[src/design/hsc_pkg.sv]
// Purpose: shared constants and types of the start/done handshake block
// Assumes: one clock, synchronous active-high reset
// Notes: the control variant and result port are chosen by parameter
//
// Summary of operation
// idle until launch request sampled high
// quiescent flag drops when transaction begins
// controller holds launch request until accept-next
// request high at accept-next starts next
// request low at accept-next: finish, halt
// finish flag rises at operation end
// result valid whenever finish flag high
// accept-next inactive until a transaction started
// accept-next asserted with finish flag
// pipelined accept-next may come any later cycle
// halting: quiescent high one cycle after finish
// continuing: quiescent stays low
// no-handshake variant has no control ports
// result port only when function returns value
// consumer drives proceed high when it accepts
// proceed high at finish: keep operating
// proceed low at finish: stop, hold finish, result
// downstream accept-next may drive upstream proceed
// producer times or holds unqualified input data
// consumer samples unqualified output at right time
// steady config held during operation
// steady config fanout need not be registered
// after reset quiescent high, others low
package hsc_pkg;

  // control variants
  localparam logic [1:0] HSC_MODE_NONE = 2'h0;
  localparam logic [1:0] HSC_MODE_BASIC = 2'h1;
  localparam logic [1:0] HSC_MODE_CHAIN = 2'h2;

  // defaults
  localparam int HSC_DATA_W_DEF = 16;
  localparam int HSC_LATENCY_DEF = 4;

  // values after reset
  localparam logic HSC_IDLE_RST = 1'b1;
  localparam logic HSC_DONE_RST = 1'b0;
  localparam logic HSC_READY_RST = 1'b0;
  localparam logic HSC_PEND_RST = 1'b0;

  typedef enum logic [1:0] {
    HSC_ST_IDLE,
    HSC_ST_RUN,
    HSC_ST_FIN
  } hsc_state_t;

endpackage

[src/design/hsc_accum.sv]
// Purpose: multi-cycle datapath, result = config + steps * operand
// Assumes: load and step never in the same cycle
// Notes: the config input is read without a register stage
`timescale 1ns/1ps
module hsc_accum #(
  parameter int DATA_W = 16
) (
  // clock and reset
  input wire logic i_clk,
  input wire logic i_srst,
  // control
  input wire logic i_load,
  input wire logic i_step,
  // data
  input wire logic [DATA_W-1:0] i_operand,
  input wire logic [DATA_W-1:0] i_config,
  output logic [DATA_W-1:0] o_sum
);

  logic [DATA_W-1:0] acc_reg;
  logic [DATA_W-1:0] acc_next;
  logic [DATA_W-1:0] opnd_reg;
  logic [DATA_W-1:0] opnd_next;

  // operand captured at launch, so the producer need only present it then
  assign opnd_next = i_load ? i_operand : opnd_reg;
  assign acc_next = i_load ? i_config : (i_step ? o_sum : acc_reg);
  assign o_sum = acc_reg + opnd_reg;

  always_ff @(posedge i_clk) begin
    if (i_srst) begin
      acc_reg <= '0;
      opnd_reg <= '0;
    end else begin
      acc_reg <= acc_next;
      opnd_reg <= opnd_next;
    end
  end

endmodule // hsc_accum

[src/design/hsc_block.sv]
// Purpose: block-level start/idle/ready/done handshake around a datapath
// Assumes: start, continue and data come from logic on the same clock
// Notes: non-pipelined; ports of an absent variant are held low
`timescale 1ns/1ps
module hsc_block
  import hsc_pkg::*;
#(
  parameter logic [1:0] CTRL_MODE = HSC_MODE_BASIC,
  parameter bit HAS_RESULT = 1'b1,
  parameter int DATA_W = HSC_DATA_W_DEF,
  parameter int LATENCY = HSC_LATENCY_DEF
) (
  // clock and reset
  input wire logic I_REF_CLK,
  input wire logic I_SRST,
  // block handshake
  input wire logic I_LAUNCH_REQUEST,
  input wire logic I_DOWNSTREAM_PROCEED,
  output logic O_QUIESCENT_FLAG,
  output logic O_ACCEPT_NEXT_FLAG,
  output logic O_FINISH_FLAG,
  // data
  input wire logic [DATA_W-1:0] I_OPERAND,
  input wire logic [DATA_W-1:0] I_STEADY_CONFIG,
  output logic [DATA_W-1:0] O_RESULT_VALUE
);

  localparam int CNT_W = $clog2(LATENCY + 1);
  localparam logic [CNT_W-1:0] CNT_LAST = CNT_W'(LATENCY - 1);
  localparam logic [CNT_W-1:0] CNT_ZERO = CNT_W'(0);

  generate
    if (LATENCY < 1 || CTRL_MODE > HSC_MODE_CHAIN || DATA_W < 1) begin : g_chk
      $error("hsc_block: unsupported parameter values");
    end
  endgenerate

  hsc_state_t state_reg;
  hsc_state_t state_next;
  logic [CNT_W-1:0] cnt_reg;
  logic [CNT_W-1:0] cnt_next;
  logic pend_reg;
  logic pend_next;
  logic idle_reg;
  logic idle_next;
  logic ready_reg;
  logic ready_next;
  logic done_reg;
  logic done_next;
  logic [DATA_W-1:0] result_reg;
  logic [DATA_W-1:0] result_next;

  wire logic no_hs = (CTRL_MODE == HSC_MODE_NONE);
  wire logic chain = (CTRL_MODE == HSC_MODE_CHAIN);
  // without control ports the block runs back to back on its own
  wire logic start_in = no_hs | I_LAUNCH_REQUEST;
  wire logic go = ~chain | I_DOWNSTREAM_PROCEED;
  wire logic in_idle = (state_reg == HSC_ST_IDLE);
  wire logic in_run = (state_reg == HSC_ST_RUN);
  wire logic in_fin = (state_reg == HSC_ST_FIN);
  wire logic run_last = in_run && (cnt_reg == CNT_LAST);
  // request seen in the accept-next cycle, or remembered while held
  // without control ports a finish always chains straight into a new run
  wire logic again = no_hs | (ready_reg ? start_in : pend_reg);
  wire logic launch = (in_idle && start_in) || (in_fin && go && again);
  wire logic [DATA_W-1:0] sum;

  hsc_accum #(
    .DATA_W(DATA_W)
  ) u_accum (
    .i_clk(I_REF_CLK),
    .i_srst(I_SRST),
    .i_load(launch),
    .i_step(in_run),
    .i_operand(I_OPERAND),
    .i_config(I_STEADY_CONFIG),
    .o_sum(sum)
  );

  always_comb begin
    state_next = state_reg;
    case (state_reg)
      HSC_ST_IDLE: begin
        if (start_in) begin
          state_next = HSC_ST_RUN;
        end
      end
      HSC_ST_RUN: begin
        if (run_last) begin
          state_next = HSC_ST_FIN;
        end
      end
      HSC_ST_FIN: begin
        if (go && again) begin
          state_next = HSC_ST_RUN;
        end else if (go) begin
          state_next = HSC_ST_IDLE;
        end
      end
      default: begin
        state_next = HSC_ST_IDLE;
      end
    endcase
  end

  assign cnt_next = launch ? CNT_ZERO : (in_run ? cnt_reg + 1'b1 : cnt_reg);
  assign pend_next = in_fin ? again : HSC_PEND_RST;
  // idle and finish are registered from the next state, accept-next from the last run cycle, so each output is a flop
  assign idle_next = ~no_hs && (state_next == HSC_ST_IDLE);
  assign done_next = ~no_hs && (state_next == HSC_ST_FIN);
  assign ready_next = ~no_hs && run_last;
  // result loads once per finish and stays put while finish is held
  assign result_next = (HAS_RESULT && run_last) ? sum : result_reg;

  always_ff @(posedge I_REF_CLK) begin
    if (I_SRST) begin
      state_reg <= HSC_ST_IDLE;
      cnt_reg <= CNT_ZERO;
      pend_reg <= HSC_PEND_RST;
    end else begin
      state_reg <= state_next;
      cnt_reg <= cnt_next;
      pend_reg <= pend_next;
    end
  end

  always_ff @(posedge I_REF_CLK) begin
    if (I_SRST) begin
      idle_reg <= (CTRL_MODE != HSC_MODE_NONE) && HSC_IDLE_RST;
      ready_reg <= HSC_READY_RST;
      done_reg <= HSC_DONE_RST;
      result_reg <= '0;
    end else begin
      idle_reg <= idle_next;
      ready_reg <= ready_next;
      done_reg <= done_next;
      result_reg <= result_next;
    end
  end

  assign O_QUIESCENT_FLAG = idle_reg;
  assign O_ACCEPT_NEXT_FLAG = ready_reg;
  assign O_FINISH_FLAG = done_reg;
  assign O_RESULT_VALUE = result_reg;

  logic [DATA_W-1:0] expect_reg;
  always_ff @(posedge I_REF_CLK) begin
    if (I_SRST) begin
      expect_reg <= '0;
    end else if (launch) begin
      expect_reg <= I_STEADY_CONFIG + DATA_W'(LATENCY) * I_OPERAND;
    end
  end

  // run cycles since the last idle or finish sample, and the request
  // level seen at accept-next, for the timing checks below
  logic [CNT_W:0] busy_cnt_reg;
  logic seen_req_reg;
  always_ff @(posedge I_REF_CLK) begin
    if (I_SRST || no_hs || O_QUIESCENT_FLAG || O_FINISH_FLAG) begin
      busy_cnt_reg <= '0;
    end else begin
      busy_cnt_reg <= busy_cnt_reg + 1'b1;
    end
  end

  always_ff @(posedge I_REF_CLK) begin
    if (I_SRST) begin
      seen_req_reg <= 1'b0;
    end else if (O_ACCEPT_NEXT_FLAG) begin
      seen_req_reg <= I_LAUNCH_REQUEST;
    end
  end
endmodule // hsc_block

[config.mk]
export PLATFORM = sky130hd
export DESIGN_NAME = hsc_block
export DESIGN_NICKNAME = d
export VERILOG_FILES = /design/src/design/hsc_pkg.sv /design/src/design/hsc_accum.sv /design/src/design/hsc_block.sv
export SDC_FILE = /design/constraint.sdc
export NUM_CORES = 1
export LEC_CHECK = 0
export BUFFER_PORTS_ARGS = -buffer_cell sky130_fd_sc_hd__buf_2
export CELL_PAD_IN_SITES_DETAIL_PLACEMENT = 2
export CELL_PAD_IN_SITES_GLOBAL_PLACEMENT = 2
export CORE_MARGIN = 10
export CORE_UTILIZATION = 32
export CTS_CLUSTER_SIZE = 40
export DETAILED_ROUTE_END_ITERATION = 6
export PLACE_DENSITY = 0.84
export SYNTH_ARGS = -nofsm -noshare
export SYNTH_HDL_FRONTEND = slang
export SYNTH_SLANG_ARGS = --single-unit
[constraint.sdc]
create_clock -name I_REF_CLK -period 2.15 [get_ports I_REF_CLK]
set_input_delay 0 -clock I_REF_CLK [delete_from_list [all_inputs] [get_ports I_REF_CLK]]
set_output_delay 0 -clock I_REF_CLK [all_outputs]
set_load 0.01 [all_outputs]
# Yosys cells after proc, flatten, opt, wreduce, memory -nomap -nowiden
# Index checks and enable logic that the tools add are counted.
# classes
n_addsub,2
n_eq_ne,4
n_mux,7
n_bitwise,1
n_reduce_logical,9
# ops
operator,n
$mux W16,2
$add A16 B16 Y16,1
$pmux W2 S3,1
$eq A2 B2 Y1 const B,2
$logic_not A2 Y1,2
$mux W2,2
$reduce_or A2 Y1,2
$add A3 B1 Y3 const B,1
$eq A3 B2 Y1 const B,1
$logic_and A1 B1 Y1,3
$eq A2 B1 Y1 const B,1
$mux W1,2
$reduce_bool A2 Y1,1
$logic_or A1 B1 Y1,1
$not A1 Y1,1
# word_totals
regBits,57
inputBits,36
output_inout_bits,19

# Depth between registers and ports, before layout
# Gate-level depths: netlist of run 1.
# depth
ltp_word,5
mapped_depth,8
ltp_nobuf,8

# Hierarchy
# Synthesis of run 1 repeated with hierarchy kept, for this count alone.
# unflattened
hier_cells,348
area_unflattened_um2,3165.5
# by_module_without_submodules
module,n_inst,cells_each,area_each_um2
hsc_accum,1,243,2180.8
hsc_block,1,105,984.7

# Worst setup path before layout of run 1
# Ideal clock, no wire load.
# synth_path
path_type,register to register
start,register u_accum.opnd_reg[0]
end,register result_reg[14] (netlist: O_RESULT_VALUE[14])
setup_ps,122
arrival_ps,1860
t_required_ps,2028
slack_ps,168
path_stages_with_launch,9
path_cell_list,dfxtp_1 ha_1 fa_1 a21oi_1 o211ai_1 nand4_1 and2_1 nor4_1 a311o_1
# synth_via
elab_chain_cells,1
# synth_lines
item,line,source
start: declaration,hsc_accum.sv:22,logic [DATA_W-1:0] opnd_reg;
start signal: assignment,hsc_accum.sv:36,opnd_reg <= opnd_next;
$add A16 B16 Y16,hsc_accum.sv:28,assign o_sum = acc_reg + opnd_reg;
end signal: assignment,hsc_block.sv:137,result_reg <= result_next;
end: declaration,hsc_block.sv:50,logic [DATA_W-1:0] result_reg;
# No other way between the ends.
# A chain may end at the register's enable or synchronous reset.

# Worst setup path after layout of run 1
# layout_path
start,register u_accum.opnd_reg[3]
end,register result_reg[15] (netlist: O_RESULT_VALUE[15])
# Same word-level chain as after synthesis.

==> results of run 1 <==
==> metal layers <==
layer  track usage [%]  vias up
li1                  -     1417
met3              4.79       24
met2              31.5       62
met4              6.17        0
met1              18.5     1509
met5                 0        -
==> power by group through the flow <==
stage	clock [mW]	sequential, mW	combinational (mW)
floorplan	0	1.16	0.294
global placement	0	1.16	0.413
detailed placement	0	1.17	0.435
CTS	0.942	1.14	0.483
global route	0.997	1.16	0.571
finish	0.911	1.15	0.524
==> cell families (layout without fill, tap and decap cells) <==
kind of cell | count (synthesis) | after routing | synth area share, %
AO/OA/AOI/OAI | 105 | 105 | 23.7
XOR/XNOR | 12 | 12 | 3.61
adder cells (fa/ha/maj) | 18 | 18 | 7.99
buffers and inverters | 25 | 115 | 4.17
flip-flops | 57 | 57 | 39.2
multiplexers | 3 | 3 | 1.20
AND/OR/NAND/NOR | 126 | 126 | 20.1
==> critical path, stage by stage, from the launching register on <==
cell and delay (ps):
dfxtp_1 320, ha_1 360, o211ai_1 180, o211ai_1 280
nand2_1 160, o31a_1 320, xnor2_1 160, a211oi_1 320
==> final cells by class <==
class                      instances  share of cell area [%]
tap                              108                    3.50
sequential                        57                    29.5
timing repair buffer              95                    16.9
clock inverter                     5                   0.810
multi-input combinational        264                    45.2
inverter                           4                   0.389
clock buffer                      11                    3.66
==> through the flow <==
step / total power [mW] / cell area [um2] / TNS (ps) / hold WS [ps] / worst slack [ps]
floorplan: 1.45 / 2910 / 0 / 136 / 168
global placement: 1.58 / 3280 / 0 / 243 / 39.6
detailed placement: 1.60 / 3280 / -182 / 250 / -90.3
CTS: 2.57 / 3760 / -19.1 / 2.89 / -9.87
global route: 2.72 / 3860 / -563 / 48.2 / -204
finish: 2.59 / 3860 / -51.1 / 4.52 / -51.1
==> synthesized netlist by cell type, drive strengths merged, types with 4 or more instances <==
master  instances  share of area (%)
inv             4               0.52
and3            4               0.90
a22oi          13                3.5
nand3           6                1.0
clkbuf         10                1.3
buf            11                2.4
xnor2          10                3.0
a21o            5                1.3
o21ai           4               0.82
ha             17                7.3
nand3b          4                1.0
a21oi          52                9.5
and2            4               0.95
o211ai          4                1.0
nor2           14                1.9
dfxtp          57                 39
nand2          74                9.5
==> what timing repair did <==
item,in CTS,in global routing
endpoints found under the hold margin,29,0
endpoints found under the setup margin,5,18
setup buffers,0,3
gates resized for setup,5,17
pin swaps,0,7
hold buffers,29,0
gates cloned,0,0
==> final timing paths <==
check                           cells after the start                          endpoint                        startpoint  slack, ps
worst max-delay path                                7   O_RESULT_VALUE[15]$_SDFFE_PP0P_  u_accum.opnd_reg[3]$_SDFFE_PP0P_        -50
worst min-delay path                                3  u_accum.acc_reg[11]$_SDFFE_PP0P_               I_STEADY_CONFIG[11]          5
worst max register to register                      7   O_RESULT_VALUE[15]$_SDFFE_PP0P_  u_accum.opnd_reg[3]$_SDFFE_PP0P_        -50
worst min register to register                      2    O_RESULT_VALUE[4]$_SDFFE_PP0P_    O_RESULT_VALUE[4]$_SDFFE_PP0P_        460
==> key figures, run 1 <==
Floorplanning
  • Die W: 115 um
  • Initial core utilization: 33.1%
  • Core area: 8810 um2
  • Die area: 13300 um2
  • Io pins: 55
  • Chip Height: between 100 and 150 um
  • Rows: 34

Placement
  • Placed Cells: 496
  • GP Congestion: between 0.8 and 0.9
  • Post-DP HPWL: 7.33 mm
  • IO Port Bufs: 53

Setup path
  • Critical path launch point type: flip-flop
  • Worst Path Arrival: between 2000 and 2500 ps
  • Critical Path RT: 2400 ps
  • Worst-path maximum fanout: 4
  • Crit end category: flip-flop
  • Crit path kind: reg2reg

Clock network
  • CTS tree: done
  • CTS sink count: 57
  • Total CTS buffers: 9
  • H-Tree Depth: 3
  • CTS Buffer Depth: 2
  • Reg clk slew, reported paths: 70 ps
  • Worst-Skew Late Latency: between 300 and 400 ps
  • Clk root buf: clkbuf_8

Detailed routing
  • Met2 wire len: 6.14 mm
  • Post-route DRC violation count: 0
  • Post-route ant nets: 0
  • Via-to-Cell Ratio: around 5.5
  • Final wirelength: roughly 12 mm
  • DR WL/cell: around 21 um
  • Top Layer Used: met4
  • DR WL met3: ~400 um
  • DRT Pass-1 Iters: 4
  • Metal-1 WL: 4.80 mm
  • DR vias: 3012
  • Initial DRC count: 103

Final layout
  • Share of layout cells above drive strength 1: between 20% and 30%
  • Register area: 1140 um2
  • Area growth from synthesis to layout: 32.7%
  • Most frequent cells in the layout: 74 x nand2_1, 57 x dfxtp_1, 53 x buf_2
  • Ant. Diodes: 0
  • Utilization after layout: 43.9%
  • Final Instance Count excl. Fillers: about 540
  • Most common cell after layout, fill and taps aside: nand2_1
  • Final net count: 485
  • Area of the multi-input gates: 1750 um2
  • Fillers: between 900 and 1000

Power and ir drop
  • Power share of the clock group: 35.2%
  • Combinational share of power: 20.3%
  • Peak supply drop: 0.000356 V
  • Switching Power: about 0.81 mW
  • Power per Cell Area: about 670 nW/um2
  • P_int: about 1.8 mW
  • Sw frac: 31.5%
  • Flop pwr share: between 40% and 50%
  • Leakage: approximately 1.6 nW

Synth
  • Post-synthesis cell area: ~2900 um2
  • Post-Syn Instances: 346
  • Syn nets: 400
  • Synth warnings: 0
  • Seq/Total Area, Yosys: 39.2%
  • Most used flip-flop cell after synthesis: dfxtp_1
  • FF+latch count, synth: 57
  • Ys async rst share: 0%
  • Number of synthesized flops with an enable pin: 0
  • Mapped Avg Cell Area: 8.41 um2
  • Yosys cell types: 59

Timing
  • Least-Margin Pin Slew: 864 ps
  • Fin crit period: about 2200 ps
  • Max Clock Freq: 454 MHz
  • Layout Skew: 12.9 ps
  • RSZ-0062 raised after global routing: yes
  • Finish-stage setup viols: 1
  • Max_slew headroom: 42.4%
  • Final hold viol count: 0
  • Fin crit share: 102%
  • Final Slew Violations: 0
  • Worst Slack Setup Final: -51.1 ps

Global route
  • Pin count of the biggest net entering global routing: 46
  • Vias in the first global route: 3404
  • GRT Util Overall: 17.2%
  • Global-route wire length before repair: 17.9 mm
  • Initial antenna violation count: 0
  • GRT overflow: 0

Min path
  • Hold crit path type: in2reg

Flow run
  • Max-Cap Viols: 0

Run status
  • Status: finished with violations
  • Failing checks: negative setup slack
Power figures use the tool's default switching activity.
==> run 2: changes to the inputs <==
- clock period: 2.15 -> 2.3 ns (I/O delays scaled with it)
==> run 2 against run 1 <==
The run now ends clean. Sequential power decreased by 7%. Final cell count is 1.5% lower. Worst hold slack worse by 2.6 ps.
==> key figures, run 2 (synthesized netlist as in run 1, its figures left out) <==
Setup path
  • Critical-path top delay cell: or4_1
  • Slowest Stage Delay on Critical Path: 470 ps (+110 ps)
  • Crit end category: flip-flop
  • Crit path max-delay family: simple AND/OR/NAND/NOR gates
  • Worst-path maximum fanout: 4 (unchanged)
  • Crit path kind: reg2reg
  • Critical path launch point type: flip-flop
  • Flop2flop setup slack: 110 ps (+160 ps)
  • Critical Path RT: 2590 ps (+190 ps)
  • Buffer and inverter count on the worst path: 0 (unchanged)
  • Crit path cell chain: ha_1 > fa_1 > a21oi_2 > o211ai_1 > and2_1 > a31oi_2 > or4_1 > nand3_1
  • Worst Path Arrival: 2480 ps (+30 ps)

Clock network
  • H-Tree Depth: 3 (unchanged)
  • CTS Buffer Depth: 2 (unchanged)
  • CTS tree: done
  • Post-CTS setup buffers: 0 (unchanged)
  • Worst-Skew Late Latency: 350 ps (about the same)
  • Reg clk slew, reported paths: 80 ps (about the same)
  • Clk root buf: clkbuf_8
  • CTS sink count: 57 (unchanged)
  • Total CTS buffers: 9 (unchanged)

Timing
  • Hold_ws: 1.96 ps (-2.57 ps)
  • Final hold viol count: 0 (unchanged)
  • Finish-stage setup viols: 0 (-1)
  • Fin crit period: 2190 ps (-6.66 ps)
  • Max Clock Freq: 456 MHz (+0.30%)
  • Layout Skew: 15.4 ps (+2.51 ps)
  • Max_slew headroom: 41.0% (-1.4 points)
  • Final Slew Violations: 0 (unchanged)
  • Fin crit share: 95.4% (-7.0 points)
  • Least-Margin Pin Slew: 885 ps (+20.5 ps)

Power and ir drop
  • P_int: 1.75 mW (-1.5%)
  • Combinational share of power: 18.4% (-1.9 points)
  • Overall Power: 2.48 mW (-4.1%)
  • Power per Cell Area: 659 nW/um2 (-1.6%)
  • Sw frac: 29.6% (-1.9 points)
  • Flop pwr share: 43.1% (-1.4 points)
  • Power share of the clock group: 38.5% (+3.3 points)
  • Switching Power: 0.734 mW (-9.8%)
  • Peak supply drop: 0.000245 V (-31%)
  • Leakage: 1.60 nW (-0.82%)

Placement
  • Post-DP HPWL: 7.09 mm (-3.3%)
  • GP Congestion: 0.830 (+1.9%)
  • IO Port Bufs: 53 (unchanged)
  • Post-DP Area: 3250 um2 (-0.92%)
  • Placed Cells: 492 (-0.81%)

Detailed routing
  • Post-route ant nets: 0 (unchanged)
  • DR vias: 2919 (-3.1%)
  • DR WL/cell: 19.7 um (-7.9%)
  • Post-route DRC violation count: 0 (unchanged)
  • Final wirelength: 10.6 mm (-9.2%)
  • Via-to-Cell Ratio: 5.45 (-1.6%)
  • Initial DRC count: 82 (-20%)
  • DRT Pass-1 Iters: 4 (unchanged)

Global route
  • GRT overflow: 0 (unchanged)
  • Vias in the first global route: 3266 (-4.1%)
  • Global-route wire length before repair: 16.9 mm (-5.9%)
  • Pin count of the biggest net entering global routing: 48 (+4.3%)
  • GRT Util Overall: 16.1% (-1.2 points)
  • Initial antenna violation count: 0 (unchanged)

Floorplanning
  • Core area: 8810 um2 (unchanged)
  • Die area: 13300 um2 (unchanged)
  • Initial core utilization: 33.1% (unchanged)
  • Io pins: 55 (unchanged)
  • Chip Height: 115 um (unchanged)
  • Die W: 115 um (unchanged)
  • Rows: 34 (unchanged)

Final layout
  • Final instance area: 3760 um2 (-2.6%)
  • Ant. Diodes: 0 (unchanged)
  • Area growth from synthesis to layout: 29.3%
  • Share of layout cells above drive strength 1: 21.5% (-3.0 points)
  • Most common cell after layout, fill and taps aside: nand2_1
  • Final Instance Count excl. Fillers: 536 (-1.5%)
  • Most frequent cells in the layout: 74 x nand2_1, 57 x dfxtp_1, 53 x buf_2
  • Final net count: 477 (-1.6%)

Run status
  • Status: completed

Min path
  • Hold crit path type: in2reg

Flow run
  • Max-Cap Viols: 0 (unchanged)
[run 2: stage by stage]
stage | setup slack, ps | utilization [%] | setup TNS, ps
after floorplan | 318 | - | 0
after global placement | 163 | 36.9 | 0
after detailed placement | 93.0 | 36.9 | 0
after CTS | 37.3 | 42.3 | 0
after global routing | -42.8 | 42.7 | -106
final | 106 | 42.7 | 0
[run 2: power by group through the flow]
stage	Sequential, mW	Combinational, mW	Clock (mW)
floorplan	1.08	0.275	0
global placement	1.09	0.373	0
detailed placement	1.09	0.394	0
CTS	1.07	0.440	0.976
global route	1.07	0.502	1.02
finish	1.07	0.456	0.955
[run 2: worst paths after layout]
| check | start | endpoint | cells after the start |
|---|---|---|---|
| worst max-delay path | u_accum.acc_reg[0]$_SDFFE_PP0P_ | O_RESULT_VALUE[10]$_SDFFE_PP0P_ | 8 |
| worst min-delay path | I_STEADY_CONFIG[15] | u_accum.acc_reg[15]$_SDFFE_PP0P_ | 3 |
| worst max register to register | u_accum.acc_reg[0]$_SDFFE_PP0P_ | O_RESULT_VALUE[10]$_SDFFE_PP0P_ | 8 |
| worst min register to register | O_RESULT_VALUE[4]$_SDFFE_PP0P_ | O_RESULT_VALUE[4]$_SDFFE_PP0P_ | 2 |
[run 2: worst reg2reg max path, stage by stage (launching register included)]
cell	delay (ps)
dfxtp_1	340
ha_1	230
fa_1	270
a21oi_2	80
o211ai_1	280
and2_1	220
a31oi_2	130
or4_1	470
nand3_1	120
[run 2: timing repair]
action | CTS | global route
gates resized for setup | 0 | 9
endpoints found under the setup margin | 0 | 10
hold buffers | 28 | 0
endpoints found under the hold margin | 28 | 0
[run 2: area by class of cell]
type                       instances  area [um2]
fill                             996        5040
multi-input combinational        264        1690
sequential                        57        1140
timing repair buffer              87         591
clock buffer                      11         141
tap                              108         135
clock inverter                     5        55.1
inverter                           4        15.0
[run 2: per-layer routing]
metal  GRT usage, %  vias up  part of all wire (%)
li1               -     1397                     -
met1           17.3     1443                    41
met2           29.9       57                    53
met3           3.44       22                   3.7
met4           6.08        0                   1.9
met5              0        -                     0
==> run 3: changes to the inputs <==
==> constraint.sdc (replaced) <==
create_clock -name I_REF_CLK -period 2.3 [get_ports I_REF_CLK]
set_input_delay 0.46 -clock I_REF_CLK [delete_from_list [all_inputs] [get_ports I_REF_CLK]]
set_output_delay 0.46 -clock I_REF_CLK [all_outputs]
set_load 0.01 [all_outputs]
==> run 3 against run 2 <==
Routed wire length shrank 8.1%. First-iteration DRC count grew 15%. Final cell count shrank 5.0%. Largest power group unchanged.
==> key figures, run 3 (synthesized netlist as in run 1, its figures left out) <==
Run status
  • Status: completed

Power and ir drop
  • Peak supply drop: 0.000322 V (+31%)
  • P_int: 1.57 mW (-10%)
  • Power per Cell Area: 658 nW/um2 (about the same)
  • Flop pwr share: 46.9% (+3.8 points)
  • Combinational share of power: 17.8% (-0.6 points)
  • Sw frac: 31.2% (+1.6 points)
  • Overall Power: 2.28 mW (-8.1%)
  • Switching Power: 0.712 mW (-3.1%)
  • Power share of the clock group: 35.2% (-3.3 points)
  • Leakage: 1.47 nW (-8.6%)

Timing
  • Max Clock Freq: 455 MHz (about the same)
  • Least-Margin Pin Slew: 602 ps (-283 ps)
  • Final hold viol count: 0 (unchanged)
  • Final Slew Violations: 0 (unchanged)
  • Layout Skew: 7.63 ps (-7.80 ps)
  • Fin crit share: 95.5% (about the same)
  • Finish-stage setup viols: 0 (unchanged)
  • Fin crit period: 2200 ps (+2.14 ps)
  • Max_slew headroom: 59.9% (+19 points)

Floorplanning
  • Die W: 115 um (unchanged)
  • Initial core utilization: 33.1% (unchanged)
  • Core area: 8810 um2 (unchanged)
  • Io pins: 55 (unchanged)
  • Chip Height: 115 um (unchanged)
  • Rows: 34 (unchanged)
  • Die area: 13300 um2 (unchanged)

Final layout
  • Ant. Diodes: 0 (unchanged)
  • Area growth from synthesis to layout: 18.9%
  • Share of layout cells above drive strength 1: 23.4% (+1.9 points)
  • Final Instance Count excl. Fillers: 509 (-5.0%)
  • Register area: 1140 um2 (unchanged)
  • Most frequent cells in the layout: 74 x nand2_1, 57 x dfxtp_1, 53 x buf_2
  • Utilization after layout: 39.3% (-3.4 points)
  • Most common cell after layout, fill and taps aside: nand2_1
  • Area of the multi-input gates: 1680 um2 (about the same)
  • Final net count: 451 (-5.5%)
  • Fillers: 1010 (+1.4%)

Global route
  • Pin count of the biggest net entering global routing: 39 (-19%)
  • Vias in the first global route: 3117 (-4.6%)
  • GRT Util Overall: 15.2% (-0.88 points)
  • Global-route wire length before repair: 15.9 mm (-5.8%)
  • GRT overflow: 0 (unchanged)
  • Initial antenna violation count: 0 (unchanged)

Clock network
  • # hold bufs at CTS: 0 (-100%)
  • CTS sink count: 57 (unchanged)
  • CTS Buffer Depth: 2 (unchanged)
  • CTS tree: done
  • Worst-Skew Late Latency: 350 ps (about the same)
  • H-Tree Depth: 3 (unchanged)
  • Reg clk slew, reported paths: 70 ps (about the same)
  • Total CTS buffers: 9 (unchanged)
  • Clk root buf: clkbuf_8

Detailed routing
  • DR vias: 2768 (-5.2%)
  • Via-to-Cell Ratio: 5.44 (-0.14%)
  • Final wirelength: 9.71 mm (-8.1%)
  • Initial DRC count: 94 (+15%)
  • Post-route ant nets: 0 (unchanged)
  • Post-route DRC violation count: 0 (unchanged)
  • DR WL/cell: 19.1 um (-3.2%)
  • DRT Pass-1 Iters: 4 (unchanged)

Setup path
  • Crit path kind: reg2reg
  • Crit end category: flip-flop
  • Crit path cell chain: ha_1 > fa_2 > a21oi_2 > o211ai_1 > nand4_1 > and2_1 > nor4_1 > a311o_1
  • Critical Path RT: 2540 ps (-50 ps)
  • Worst-path maximum fanout: 4 (unchanged)
  • Worst Path Arrival: 2430 ps (-50 ps)
  • Slowest Stage Delay on Critical Path: 390 ps (-80 ps)
  • Critical path launch point type: flip-flop
  • Critical-path top delay cell: fa_2
  • Flop2flop setup slack: 100 ps (about the same)

Min path
  • Hold crit path type: in2reg

Placement
  • Post-DP HPWL: 7.18 mm (+1.3%)
  • IO Port Bufs: 53 (unchanged)
  • GP Congestion: 0.809 (-2.6%)
  • Placed Cells: 493 (+0.20%)

Flow run
  • Max-Cap Viols: 0 (unchanged)
-- run 3: changes by cell type in the layout (fill, tap and decap cells not counted), sizes merged --
cell,before,now
buf,59,61
clkinvlp,2,1
clkbuf,11,9
dlygate4sd3,28,0
bufinv,1,0
clkinv,2,5
-- run 3: worst max-delay path: cells and delay by family (launching register included) --
family | cells | cell delay (ps)
DFF | 1 | 320
adders and majority gates | 2 | 650
AOI/OAI and AO/OA | 3 | 670
and+or+nand+nor | 3 | 440
-- run 3: metal layers --
| layer | GRT usage, % | wire (um) |
|---|---|---|
| met5 | 0 | 0 |
| met3 | 4.17 | 415 |
| met4 | 5.32 | 186 |
| met2 | 27.5 | 5090 |
| met1 | 16.6 | 4020 |
-- run 3: area by class of cell --
cell class	instances	area share (%)
Timing Repair Buffer	61	9.40
Inverter	4	0.434
Clock inverter	6	1.05
Tap cell	108	3.90
Clock buffer	9	3.58
Sequential cell	57	33.0
Multi-Input combinational cell	264	48.7
-- run 3: worst paths after layout --
kind         cells past startpoint                                to                             start
min                              3  u_accum.opnd_reg[3]$_SDFFE_PP0P_                      I_OPERAND[3]
max reg2reg                      8   O_RESULT_VALUE[14]$_SDFFE_PP0P_  u_accum.opnd_reg[0]$_SDFFE_PP0P_
min reg2reg                      2    O_RESULT_VALUE[9]$_SDFFE_PP0P_    O_RESULT_VALUE[9]$_SDFFE_PP0P_
max                              8   O_RESULT_VALUE[14]$_SDFFE_PP0P_  u_accum.opnd_reg[0]$_SDFFE_PP0P_
-- run 3: what timing repair did --
item | 4_1_cts | 5_1_grt
resized for setup | 1 | 9
endpoints found under the setup margin | 1 | 9
pin swaps | 0 | 2
setup buffers | 0 | 1
-- run 3: metrics by stage --
step | hold slack, ps | cell area [um2] | worst slack (ps) | setup TNS (ps)
after CTS | 343 | 3420 | 41.7 | 0
final | 348 | 3460 | 103 | 0
after detailed placement | 453 | 3260 | -25.1 | -25.1
after global placement | 446 | 3260 | 130 | 0
after floorplan | 440 | 2910 | 318 | 0
after global routing | 338 | 3460 | -2.81 | -2.81
-- run 3: power by group through the flow --
stage,clock network [mW],registers [mW],logic (mW)
finish,0.802,1.07,0.407
global route,0.876,1.08,0.458
CTS,0.831,1.07,0.403
detailed placement,0,1.09,0.395
global placement,0,1.09,0.375
floorplan,0,1.08,0.275
